===== config.mk =====
export PLATFORM = sky130hd
export DESIGN_NAME = bfb_boot_fetch
export DESIGN_NICKNAME = d
export VERILOG_FILES = /design/src/design/bfb_pkg.sv /design/src/design/bfb_boot_fetch.sv /design/src/design/bfb_brk_match.sv
export SDC_FILE = /design/constraint.sdc
export NUM_CORES = 1
export LEC_CHECK = 0
export ABC_AREA = 0
export CAP_MARGIN = 20
export CORE_MARGIN = 4
export CORE_UTILIZATION = 45
export DETAILED_ROUTE_END_ITERATION = 7
export DONT_BUFFER_PORTS = 1
export GPL_ROUTABILITY_DRIVEN = 0
export PLACE_DENSITY_LB_ADDON = 0.25
export SLEW_MARGIN = 20
export SYNTH_ARGS = -nofsm -noshare
export SYNTH_HDL_FRONTEND = slang
export SYNTH_SLANG_ARGS = --single-unit

===== constraint.sdc =====
create_clock -name sys_clk_i -period 4.4 [get_ports sys_clk_i]
set_input_delay 0.66 -clock sys_clk_i [delete_from_list [all_inputs] [get_ports sys_clk_i]]
set_output_delay 0.66 -clock sys_clk_i [all_outputs]
set_load 0.005 [all_outputs]

===== src/design/bfb_pkg.sv =====
// Purpose: Shared constants and types for the boot fetch and breakpoint block.
// Assumes: One 125 MHz clock, Avalon-MM register slave with 32-bit data.
// Notes:   Byte offsets are word aligned; narrow registers sit in low bits.
package bfb_pkg;

  localparam logic [31:0] BFB_BOOT_ADDR   = 32'hFFFFFF00;

  // Register byte offsets.
  localparam logic [3:0]  BFB_OFS_CTRL    = 4'h0;
  localparam logic [3:0]  BFB_OFS_BKPT    = 4'h4;
  localparam logic [3:0]  BFB_OFS_STAT    = 4'h8;
  localparam logic [3:0]  BFB_OFS_MASK    = 4'hC;

  // Control register fields.
  localparam int          BFB_CTRL_BRK_RD = 0;
  localparam int          BFB_CTRL_BRK_WR = 1;
  localparam int          BFB_CTRL_BYTE   = 2;
  localparam int          BFB_CTRL_FLUSH  = 3;

  // Status and mask register fields.
  localparam int          BFB_ST_DAT      = 0;
  localparam int          BFB_ST_IT       = 1;
  localparam int          BFB_ST_INT      = 2;
  localparam int          BFB_ST_FILL     = 3;

  // Reset values.
  localparam logic [2:0]  BFB_CTRL_RST    = 3'h0;
  localparam logic [31:0] BFB_BKPT_RST    = 32'h00000000;
  localparam logic [3:0]  BFB_STAT_RST    = 4'h0;
  localparam logic [3:0]  BFB_MASK_RST    = 4'h0;

  // Pin synchroniser lanes; ready idles high, the requests idle low.
  localparam int          BFB_PIN_READY   = 0;
  localparam int          BFB_PIN_INT     = 1;
  localparam int          BFB_PIN_HOLD    = 2;
  localparam logic [2:0]  BFB_SYNC_RST    = 3'h1;

  // Line fill beat counts and lane encodings.
  localparam logic [4:0]  BFB_BEATS_WORD  = 5'h04;
  localparam logic [4:0]  BFB_BEATS_BYTE  = 5'h10;
  localparam logic [3:0]  BFB_POS_WSTEP   = 4'h4;
  localparam logic [3:0]  BFB_BE_ALL_N    = 4'h0;
  localparam logic [1:0]  BFB_BE_TOP_IDLE = 2'h3;

  typedef enum logic [1:0] {
    BFB_IDLE,
    BFB_CYCLE,
    BFB_GAP
  } bfb_state_e;

endpackage


===== src/design/bfb_boot_fetch.sv =====
// Purpose: Boot fetch engine, one-line instruction cache, data breakpoint.
// Assumes: Memory holds data stable while ready is low and drops ready
//          once the cycle strobe falls.
// Notes:   Ready is filtered, so each bus cycle is followed by a gap that
//          waits for ready to read high again before the next one opens.
`timescale 1ns/1ps
module bfb_boot_fetch (
  input  logic        sys_clk_i,
  input  logic        rstn_i,
  // Avalon-MM slave.
  input  logic [3:0]  avs_address_i,
  input  logic        avs_read_i,
  input  logic        avs_write_i,
  input  logic [31:0] avs_writedata_i,
  input  logic [3:0]  avs_byteenable_i,
  output logic [31:0] avs_readdata_o,
  output logic        avs_waitrequest_o,
  output logic        irq_o,
  // Instruction fetch port from the core.
  input  logic        fetch_req_i,
  input  logic [31:0] fetch_addr_i,
  output logic        fetch_ready_o,
  output logic        fetch_ack_o,
  output logic [31:0] fetch_data_o,
  // Data access and trap instruction reports from the core.
  input  logic        dacc_valid_i,
  input  logic        dacc_write_i,
  input  logic [31:0] dacc_addr_i,
  input  logic        trap_instr_i,
  output logic        trap_o,
  // External bus pins.
  output logic        bus_cycle_o,
  output logic [31:0] bus_addr_o,
  output logic [3:0]  bus_byte_en_n_o,
  output logic        byte_wide_boot_mode_o,
  input  logic [31:0] bus_data_i,
  input  logic        ready_n_i,
  input  logic        int_req_i,
  input  logic        hold_req_i,
  output logic        hold_ack_o
);
  import bfb_pkg::*;

  function automatic logic reg_sel(input logic [3:0] a,
                                   input logic [3:0] ofs);
    reg_sel = (a == ofs);
  endfunction

  function automatic logic [31:0] be_mask(input logic [3:0] be);
    be_mask = {{8{be[3]}}, {8{be[2]}}, {8{be[1]}}, {8{be[0]}}};
  endfunction

  // Pin filtering.
  logic [2:0] pin_raw;
  logic [2:0] pin_f;

  assign pin_raw = {hold_req_i, int_req_i, ready_n_i};

  genvar g;
  generate
    for (g = 0; g < 3; g++) begin : g_sync
      logic [2:0] sq;
      always_ff @(posedge sys_clk_i or negedge rstn_i) begin
        if (!rstn_i) begin
          sq       <= {3{BFB_SYNC_RST[g]}};
          pin_f[g] <= BFB_SYNC_RST[g];
        end else begin
          sq <= {sq[1:0], pin_raw[g]};
          if (sq[1] == sq[2]) begin
            pin_f[g] <= sq[2];
          end
        end
      end
    end
  endgenerate

  // Registers.
  logic [2:0]  ctrl;
  logic [31:0] bkpt_addr;
  logic [3:0]  stat;
  logic [3:0]  mask;
  logic [3:0]  stat_set;
  logic [3:0]  stat_clr;
  logic        acc_rd;
  logic        acc_wr;
  logic        flush_req;
  logic [31:0] wmask;
  logic [31:0] rd_mux;

  assign acc_rd    = avs_read_i && !avs_waitrequest_o;
  assign acc_wr    = avs_write_i && !avs_waitrequest_o;
  assign wmask     = be_mask(avs_byteenable_i);
  assign flush_req = acc_wr && reg_sel(avs_address_i, BFB_OFS_CTRL) &&
                     avs_byteenable_i[0] &&
                     avs_writedata_i[BFB_CTRL_FLUSH];

  always_comb begin
    rd_mux = 32'h00000000;
    if (reg_sel(avs_address_i, BFB_OFS_CTRL)) begin
      rd_mux[2:0] = ctrl;
    end else if (reg_sel(avs_address_i, BFB_OFS_BKPT)) begin
      rd_mux = bkpt_addr;
    end else if (reg_sel(avs_address_i, BFB_OFS_STAT)) begin
      rd_mux[3:0] = stat;
    end else if (reg_sel(avs_address_i, BFB_OFS_MASK)) begin
      rd_mux[3:0] = mask;
    end
  end

  // One wait state per access; the access lands when waitrequest is low.
  always_ff @(posedge sys_clk_i or negedge rstn_i) begin
    if (!rstn_i) begin
      avs_waitrequest_o <= 1'b1;
      avs_readdata_o    <= 32'h00000000;
    end else if (avs_waitrequest_o && (avs_read_i || avs_write_i)) begin
      avs_waitrequest_o <= 1'b0;
      avs_readdata_o    <= avs_read_i ? rd_mux : 32'h00000000;
    end else begin
      avs_waitrequest_o <= 1'b1;
    end
  end

  always_ff @(posedge sys_clk_i or negedge rstn_i) begin
    if (!rstn_i) begin
      ctrl      <= BFB_CTRL_RST;
      bkpt_addr <= BFB_BKPT_RST;
      mask      <= BFB_MASK_RST;
    end else if (acc_wr) begin
      if (reg_sel(avs_address_i, BFB_OFS_CTRL) && avs_byteenable_i[0]) begin
        ctrl <= avs_writedata_i[2:0];
      end
      if (reg_sel(avs_address_i, BFB_OFS_BKPT)) begin
        bkpt_addr <= (bkpt_addr & ~wmask) | (avs_writedata_i & wmask);
      end
      if (reg_sel(avs_address_i, BFB_OFS_MASK) && avs_byteenable_i[0]) begin
        mask <= avs_writedata_i[3:0];
      end
    end
  end

  assign byte_wide_boot_mode_o = ctrl[BFB_CTRL_BYTE];

  // Breakpoint and trap events.
  logic dat_hit;

  bfb_brk_match u_brk (
    .acc_addr_i  (dacc_addr_i),
    .acc_valid_i (dacc_valid_i),
    .acc_write_i (dacc_write_i),
    .bkpt_addr_i (bkpt_addr),
    .brk_rd_en_i (ctrl[BFB_CTRL_BRK_RD]),
    .brk_wr_en_i (ctrl[BFB_CTRL_BRK_WR]),
    .hit_o       (dat_hit)
  );

  // Fetch engine state.
  bfb_state_e  state;
  logic        boot_pend;
  logic        req_pend;
  logic [31:0] req_addr;
  logic [3:0]  fill_pos;
  logic [4:0]  beats_left;
  logic        fill_bytes;
  logic        fill_done;
  logic        cap_en;
  logic        line_hit;
  logic [3:0]  start_pos;
  logic [3:0]  next_pos;
  logic [31:0] line_mem [4];
  logic [27:0] line_tag;
  logic        line_valid;

  assign cap_en    = (state == BFB_CYCLE) && !pin_f[BFB_PIN_READY];
  assign fill_done = (state == BFB_GAP) && pin_f[BFB_PIN_READY] &&
                     (beats_left == 5'h00);
  // The boot flag forces a miss so a stale line cannot skip the boot fetch.
  assign line_hit  = !boot_pend && line_valid &&
                     (line_tag == req_addr[31:4]);
  assign start_pos = {req_addr[3:2], 2'b00};
  // Byte fills walk down from the wanted byte and wrap inside the line.
  assign next_pos  = fill_bytes ? fill_pos - 4'h1 :
                                  fill_pos + BFB_POS_WSTEP;

  always_comb begin
    stat_set              = 4'h0;
    stat_set[BFB_ST_DAT]  = dat_hit;
    stat_set[BFB_ST_IT]   = trap_instr_i;
    stat_set[BFB_ST_INT]  = pin_f[BFB_PIN_INT];
    stat_set[BFB_ST_FILL] = fill_done;
    // Clear only what software was shown, so a late event is not lost.
    stat_clr = (acc_rd && reg_sel(avs_address_i, BFB_OFS_STAT)) ?
               avs_readdata_o[3:0] : 4'h0;
  end

  // A new event in the clearing cycle survives the read.
  always_ff @(posedge sys_clk_i or negedge rstn_i) begin
    if (!rstn_i) begin
      stat   <= BFB_STAT_RST;
      irq_o  <= 1'b0;
      trap_o <= 1'b0;
    end else begin
      stat   <= (stat & ~stat_clr) | stat_set;
      irq_o  <= |(stat & mask);
      trap_o <= dat_hit || trap_instr_i;
    end
  end

  // Line storage keeps no reset, so contents and valid survive reset.
  always_ff @(posedge sys_clk_i) begin
    if (cap_en) begin
      if (fill_bytes) begin
        line_mem[fill_pos[3:2]][8*fill_pos[1:0] +: 8] <= bus_data_i[7:0];
      end else begin
        line_mem[fill_pos[3:2]] <= bus_data_i;
      end
    end
    if (fill_done) begin
      line_tag   <= req_addr[31:4];
      line_valid <= 1'b1;
    end
    if (flush_req) begin
      line_valid <= 1'b0;
    end
  end

  always_ff @(posedge sys_clk_i or negedge rstn_i) begin
    if (!rstn_i) begin
      state           <= BFB_IDLE;
      boot_pend       <= 1'b1;
      req_pend        <= 1'b1;
      req_addr        <= BFB_BOOT_ADDR;
      fill_pos        <= 4'h0;
      beats_left      <= 5'h00;
      fill_bytes      <= 1'b0;
      fetch_ready_o   <= 1'b0;
      fetch_ack_o     <= 1'b0;
      fetch_data_o    <= 32'h00000000;
      bus_cycle_o     <= 1'b0;
      bus_addr_o      <= 32'h00000000;
      bus_byte_en_n_o <= BFB_BE_ALL_N;
      hold_ack_o      <= 1'b0;
    end else begin
      fetch_ack_o <= 1'b0;
      hold_ack_o  <= (state == BFB_IDLE) && pin_f[BFB_PIN_HOLD];
      if (fetch_req_i && fetch_ready_o) begin
        req_pend      <= 1'b1;
        req_addr      <= {fetch_addr_i[31:2], 2'b00};
        fetch_ready_o <= 1'b0;
      end
      unique case (state)
        BFB_IDLE: begin
          if (req_pend && line_hit) begin
            fetch_ack_o   <= 1'b1;
            fetch_data_o  <= line_mem[req_addr[3:2]];
            req_pend      <= 1'b0;
            fetch_ready_o <= 1'b1;
          end else if (req_pend && !pin_f[BFB_PIN_HOLD]) begin
            state       <= BFB_CYCLE;
            fill_pos    <= start_pos;
            fill_bytes  <= ctrl[BFB_CTRL_BYTE];
            beats_left  <= ctrl[BFB_CTRL_BYTE] ? BFB_BEATS_BYTE :
                                                 BFB_BEATS_WORD;
            bus_cycle_o <= 1'b1;
            bus_addr_o  <= {req_addr[31:4], start_pos[3:2], 2'b00};
            bus_byte_en_n_o <= ctrl[BFB_CTRL_BYTE] ?
                               {BFB_BE_TOP_IDLE, start_pos[1:0]} :
                               BFB_BE_ALL_N;
          end else if (!req_pend && !fetch_ready_o) begin
            fetch_ready_o <= 1'b1;
          end
        end
        BFB_CYCLE: begin
          // With ready never low the cycle stays open and nothing follows.
          if (!pin_f[BFB_PIN_READY]) begin
            state       <= BFB_GAP;
            bus_cycle_o <= 1'b0;
            beats_left  <= beats_left - 5'h01;
            fill_pos    <= next_pos;
          end
        end
        BFB_GAP: begin
          if (pin_f[BFB_PIN_READY]) begin
            if (beats_left == 5'h00) begin
              state     <= BFB_IDLE;
              boot_pend <= 1'b0;
            end else begin
              state       <= BFB_CYCLE;
              bus_cycle_o <= 1'b1;
              bus_addr_o  <= {req_addr[31:4], fill_pos[3:2], 2'b00};
              bus_byte_en_n_o <= fill_bytes ?
                                 {BFB_BE_TOP_IDLE, fill_pos[1:0]} :
                                 BFB_BE_ALL_N;
            end
          end
        end
      endcase
    end
  end

endmodule


===== src/design/bfb_brk_match.sv =====
// Purpose: Data breakpoint compare for one data access.
// Assumes: Access signals come from logic on the same clock.
// Notes:   Purely combinational; the caller registers the outcome.
`timescale 1ns/1ps
module bfb_brk_match (
  input  logic [31:0] acc_addr_i,
  input  logic        acc_valid_i,
  input  logic        acc_write_i,
  input  logic [31:0] bkpt_addr_i,
  input  logic        brk_rd_en_i,
  input  logic        brk_wr_en_i,
  output logic        hit_o
);

  logic addr_eq;
  logic type_en;

  assign addr_eq = (acc_addr_i == bkpt_addr_i);
  assign type_en = acc_write_i ? brk_wr_en_i : brk_rd_en_i;
  assign hit_o   = acc_valid_i && addr_eq && type_en;

endmodule


Word level (Yosys, flattened, before mapping)
Memories as Yosys holds them, arrays and structs flattened. A register that Yosys moved wholly into a read port is not among the register bits.
Cells that the tools add are included.
{"block": "totals", "register_bits": 203, "latchBits": 0, "ramBits": 128, "rom_bits": 0, "input_bits": 147, "out_inout_bits": 108, "word_cells": 230, "memories": 1}
{"block": "op_classes", "n_addsub": 4, "multipliers": 0, "div_mod_pow": 0, "magnitude_cmp": 0, "n_eq_ne": 15, "n_shift": 2, "n_mux": 92, "n_bitwise": 41, "reduce_logical": 46}
{"memory": "line_mem", "depth": 4, "word_bits": 32, "rd": 1, "rd_ports_with_merged_regs": 1, "wr": 1, "line_no": "bfb_boot_fetch.sv:169", "rtl": "logic [31:0] line_mem [4];"}
{"cell": "$mux W32", "n": 6}
{"cell": "$and A32 B32 Y32", "n": 2}
{"cell": "$pmux W32 S2", "n": 1}
{"cell": "$mux W4", "n": 14}
{"cell": "$mux W1", "n": 55}
{"cell": "$neg A5 Y34", "n": 1}
{"cell": "$shift A8 B34 Y32 const A", "n": 1}
{"cell": "$shiftx A8 B34 Y32", "n": 1}
{"cell": "$eq A32 B32 Y1", "n": 1}
{"cell": "$not A32 Y32", "n": 1}
{"cell": "$or A1 B1 Y1", "n": 32}
{"cell": "$or A32 B32 Y32", "n": 1}
{"cell": "$mux W29", "n": 1}
{"cell": "$eq A28 B28 Y1", "n": 1}
{"cell": "$mux W28", "n": 1}
{"cell": "$logic_and A1 B1 Y1", "n": 21}
{"cell": "$mux W5", "n": 4}
{"cell": "$pmux W4 S2", "n": 2}
{"cell": "$pmux W5 S2", "n": 1}
{"cell": "$reduce_and A5 Y1", "n": 2}
{"cell": "$and A4 B4 Y4", "n": 2}
{"cell": "$eq A4 B4 Y1 const B", "n": 2}
{"cell": "$mux W2", "n": 4}
{"cell": "$ne A2 B2 Y1 const B", "n": 4}
{"cell": "other kinds (24)", "n": 39}

Logic depth before layout (Yosys ltp)
{"block": "logic_depth", "depth_word": 7, "mapped_depth": 9, "ltp_nobuf": 7}

Hierarchy
A second synthesis with hierarchy kept.
{"block": "hier_totals", "cells_unflattened": 954, "area_unflattened_um2": 14831.7}
{"mod": "bfb_boot_fetch", "instances": 1, "cells_each": 909, "area_each_um2": 14465.1}
{"mod": "bfb_brk_match", "instances": 1, "cells_each": 45, "area_each_um2": 366.6}

Least setup slack after synthesis
OpenSTA, ideal clock, no wires.
{"block": "synth_timing", "kind": "register to register", "start": "register state[0]", "end": "register line_tag[0] (enable)", "arrival_time_ps": 1920, "path_slack_ps": 2090, "path_stages_with_launch": 5, "period_less_slack_ps": 2310, "cell_sequence": "dfrtp_1 nand2b_1 buf_2 nor4b_2 and2_1"}
{"block": "synth_between", "elab_chain_cells": 3}
{"element": "start: declaration", "line_no": "bfb_boot_fetch.sv:157", "rtl": "bfb_state_e state;"}
{"element": "start signal: assignment", "line_no": "bfb_boot_fetch.sv:228", "rtl": "state <= BFB_IDLE;"}
{"element": "start signal: assignment", "line_no": "bfb_boot_fetch.sv:258", "rtl": "state <= BFB_CYCLE;"}
{"element": "start signal: assignment", "line_no": "bfb_boot_fetch.sv:275", "rtl": "state <= BFB_GAP;"}
{"element": "$eq A2 B2 Y1", "line_no": "bfb_boot_fetch.sv:174", "rtl": "assign fill_done = (state == BFB_GAP) && pin_f[BFB_PIN_READY] &&"}
{"element": "$logic_and A1 B1 Y1 (2 in a row)", "line_no": "bfb_boot_fetch.sv:174"}
{"element": "named net fill_done", "line_no": "bfb_boot_fetch.sv:164", "rtl": "logic fill_done;"}
{"element": "end signal: assignment", "line_no": "bfb_boot_fetch.sv:218", "rtl": "line_tag <= req_addr[31:4];"}
{"element": "end: declaration", "line_no": "bfb_boot_fetch.sv:170", "rtl": "logic [27:0] line_tag;"}
The timed path passes the listed nets, and every way through them passes these cells.
A chain may end at the register's enable or synchronous reset.

Final worst setup path
{"block": "layout_timing", "start": "register fill_pos[0]", "end": "memory line_mem[3][21] (data pin)"}
{"block": "layout_between", "elab_chain_cells": 3}
{"element": "start: declaration", "line_no": "bfb_boot_fetch.sv:161", "rtl": "logic [3:0] fill_pos;"}
{"element": "start signal: assignment", "line_no": "bfb_boot_fetch.sv:259", "rtl": "fill_pos <= start_pos;"}
{"element": "start signal: assignment", "line_no": "bfb_boot_fetch.sv:278", "rtl": "fill_pos <= next_pos;"}
{"element": "$neg A5 Y34", "line_no": "bfb_boot_fetch.sv:212", "rtl": "line_mem[fill_pos[3:2]][8*fill_pos[1:0] +: 8] <= bus_data_i[7:0];"}
{"element": "$shiftx A8 B34 Y32", "line_no": "bfb_boot_fetch.sv:212"}
{"element": "$mux W1 (no line)"}
{"element": "end: declaration", "line_no": "bfb_boot_fetch.sv:169"}
Every way passes these cells.

==> impl_metrics.tcl <==
set metrics [dict create \
    leakagePower_nw 6.40 \
    arrival_ps 3140 \
    synth_xor_area_share_pct 3.69 \
    synth_ff_type "dfrtp_1" \
    fin_util_pct 51.2 \
    period_share_pct 65.4 \
    die_y_um 189 \
    cts_root_buf "clkbuf_16" \
    grt_pass1_wl_um 48500 \
    hold_class "input port to asynchronous set/reset pin" \
    dp_hpwl_um 20700 \
    grt_pass1_vias 8165 \
    yosys_register_bits 360 \
    vias_per_cell 5.46 \
    grt_antenna_before_repair 1 \
    synth_compound_area_share_pct 4.45 \
    synth_cell_type_count 51 \
    cts_setup_buffers 0 \
    clkSinkCount 360 \
    fin_cells 1422 \
    postCtsResizedCells 0 \
    slew_violations 0 \
    drt_iter0_markers 401 \
    finalSetupViolations 0 \
    ant_nets 0 \
    vias 7759 \
    ir_drop_uv 448 \
    cts_inserted_buffers 38 \
    slew_headroom_pct 25.5 \
    synth_edf_count 156 \
    synth_warnings 0 \
    cts_tree "built" \
    synthMuxAreaShare_pct 15.7 \
    rsz0062_at_grt "false" \
    critPathRequiredTime_ps 4660 \
    grtUsageTotal_pct 17.3 \
    htreeDepth 2 \
    max_cap_viol_count 0 \
    dr.pass1.iters 5 \
    dp.cells 1352 \
    final_cell_area_um2 16300 \
    crit_type "flop to flop" \
    fin_crit_ps 2880 \
    synth_top_family_by_area "multiplexers" \
    num_antenna_cells 0 \
    drive_above_1_share_pct 25.0 \
    crit_chain "inv_1 -> ha_1 -> nor3b_1 -> nand2_1 -> o21ai_0" \
    die_area_um2 35600 \
    tightest_slew_ps 1110 \
    fmax_mhz 348 \
    core_um2 31900 \
    p_per_area_nw_per_um2 612 \
    crit_path_top_delay_cell "nor3b_1" \
    overflow 0 \
    clock_skew_ps 20.5 \
    tns_ps 0 \
    place_area_um2 15100 \
    max_stage_delay_ps 920 \
    n_fill_cell 2735 \
    num_rows 65 \
    io_pins 255 \
    fin_hold_ws_ps -166 \
    port_buffers 0 \
    seq_area_frac_synth_pct 66.8 \
    drt_drc_violations_left 0 \
    clkTransAtPathRegs_ps 60 \
    synth.cell_area_um2 14700 \
    start_util_pct 46.1 \
    outcome "finished with violations" \
    insertion_delay_ps 530 \
    synthCells 946 \
    area_delta_synth_final_pct 11.1 \
    grt_max_degree 204 \
    synthAdderAreaFrac_pct 1.14 \
    async_flop_share_pct 56.4 \
    clk_path_buf_depth 3 \
    nets 1115 \
    end_kind "flop" \
    finalHoldViolCount 172 \
    cp-start-kind "flop" \
    path_max_fanout 9 \
    postSynthAreaPerCell_um2 15.5 \
    wirelength_um 31300 \
    die_w_um 189 \
    synthSimpleGateAreaFrac_pct 6.34 \
    avgRoutedWirePerCell_um 22.0 \
    violations "hold timing" \
]
## synth_stat cells, drive strengths merged (18+ instances only)
| cell | n | share of area (%) |
|---|---|---|
| nand2 | 81 | 2.1 |
| mux4 | 32 | 4.9 |
| nor2 | 27 | 0.69 |
| o21ai | 38 | 1.3 |
| xnor2 | 36 | 2.1 |
| a22o | 28 | 1.7 |
| xor2 | 26 | 1.5 |
| dfstp | 31 | 5.5 |
| edfxtp | 156 | 32 |
| mux2 | 133 | 10 |
| and2 | 18 | 0.77 |
| dfrtp | 172 | 29 |
| buf | 21 | 1.1 |
## metal layers
layer | track usage (%) | wire length, um | vias to the layer above
met5 | 0 | 0 | -
met4 | 4.12 | 678 | 0
met3 | 5.35 | 2540 | 49
met2 | 27.9 | 15100 | 243
met1 | 23.2 | 12900 | 3961
li1 | - | - | 3506
## worst max-delay path, delay by kind of cell (launching register included)
kind / cells / cell delay, ps
AO/OA/AOI/OAI: 1 / 430
AND/OR/NAND/NOR: 2 / 1060
flip-flops: 1 / 520
buffers and inverters: 1 / 180
adder cells (fa/ha/maj): 1 / 420
## path summary, 6_finish.rpt
check / cells past startpoint / startpoint / slack (ps) / to
setup reg to reg: 5 / fill_pos[0] / 1520 / line_mem[3][21]
max in group asynchronous: 0 / rstn_i / 4060 / avs_readdata_o[26]
setup / recovery: 5 / fill_pos[0] / 1520 / line_mem[3][21]
hold reg to reg: 0 / g_sync[2].sq[0] / 350 / g_sync[2].sq[1]
min in group sys_clk_i: 0 / ready_n_i / 140 / g_sync[0].sq[0]
hold / removal: 0 / rstn_i / -170 / fetch_data_o[16]
## per-stage QoR
step / power, mW / setup WS, ps / hold WS [ps]
floorplan: 6.39 / 2090 / 331
global placement: 6.89 / 1480 / 332
detailed placement: 6.95 / 1520 / 335
CTS: 10.1 / 1500 / -191
global route: 10.5 / 1350 / -195
finish: 10.0 / 1520 / -166
## cells by family after synthesis
| family | after synthesis |
|---|---|
| flops | 360 |
| simple gates | 189 |
| mux | 174 |
| compound gates | 98 |
| xor+xnor | 62 |
| buf+inv | 48 |
| fa+ha+maj | 14 |
| other cells | 1 |
## area by class of cell
| cell class | count | area (um2) | area share (%) |
|---|---|---|---|
| tap | 435 | 544 | 3.33 |
| clock buffer | 51 | 1070 | 6.56 |
| multi-input combinational | 539 | 4630 | 28.4 |
| inverter | 10 | 37.5 | 0.230 |
| timing repair buffer | 8 | 60.1 | 0.368 |
| sequential | 360 | 9820 | 60.2 |
| clock inverter | 19 | 163 | 0.996 |
## power breakdown
group | total [mW] | switching, mW | internal, mW
sequential | 4.93 | 0.543 | 4.38
clock | 3.15 | 1.31 | 1.84
combinational | 1.92 | 0.978 | 0.946
total | 10.0 | 2.83 | 7.17
## state kept, by name (all words and copies together), names as in the netlist, 3 cells and up, named ones only
name,flops
line_tag,28
pin_f,3
line_mem,128
g_sync.sq,9
ctrl,3
beats_left,5
req_addr,30
stat,4
bus_addr_o,30
fill_pos,4
mask,4
avs_readdata_o,32
fetch_data_o,32
bus_byte_en_n_o,3
## cell usage in the layout (no fill, tap or decap), types with 5 or more instances in the layout
cell       count
a21oi_1       11
a22o_1        28
and2_1        18
buf_4          8
clkbuf_1       7
clkbuf_16     39
clkbuf_8       5
clkinv_2       9
dfrtp_1      171
dfstp_2       31
edfxtp_1     156
ha_1          11
inv_1         10
mux2_1        27
mux2_2       106
mux2i_1        9
mux4_2        32
nand2_1       81
nand2b_1       5
nand4_1       12
nor2_1        25
nor2b_1       10
nor3_1         7
nor4_1        12
o21ai_0       37
xnor2_1       36
xor2_1        26
(Power assumes the default switching activity.)
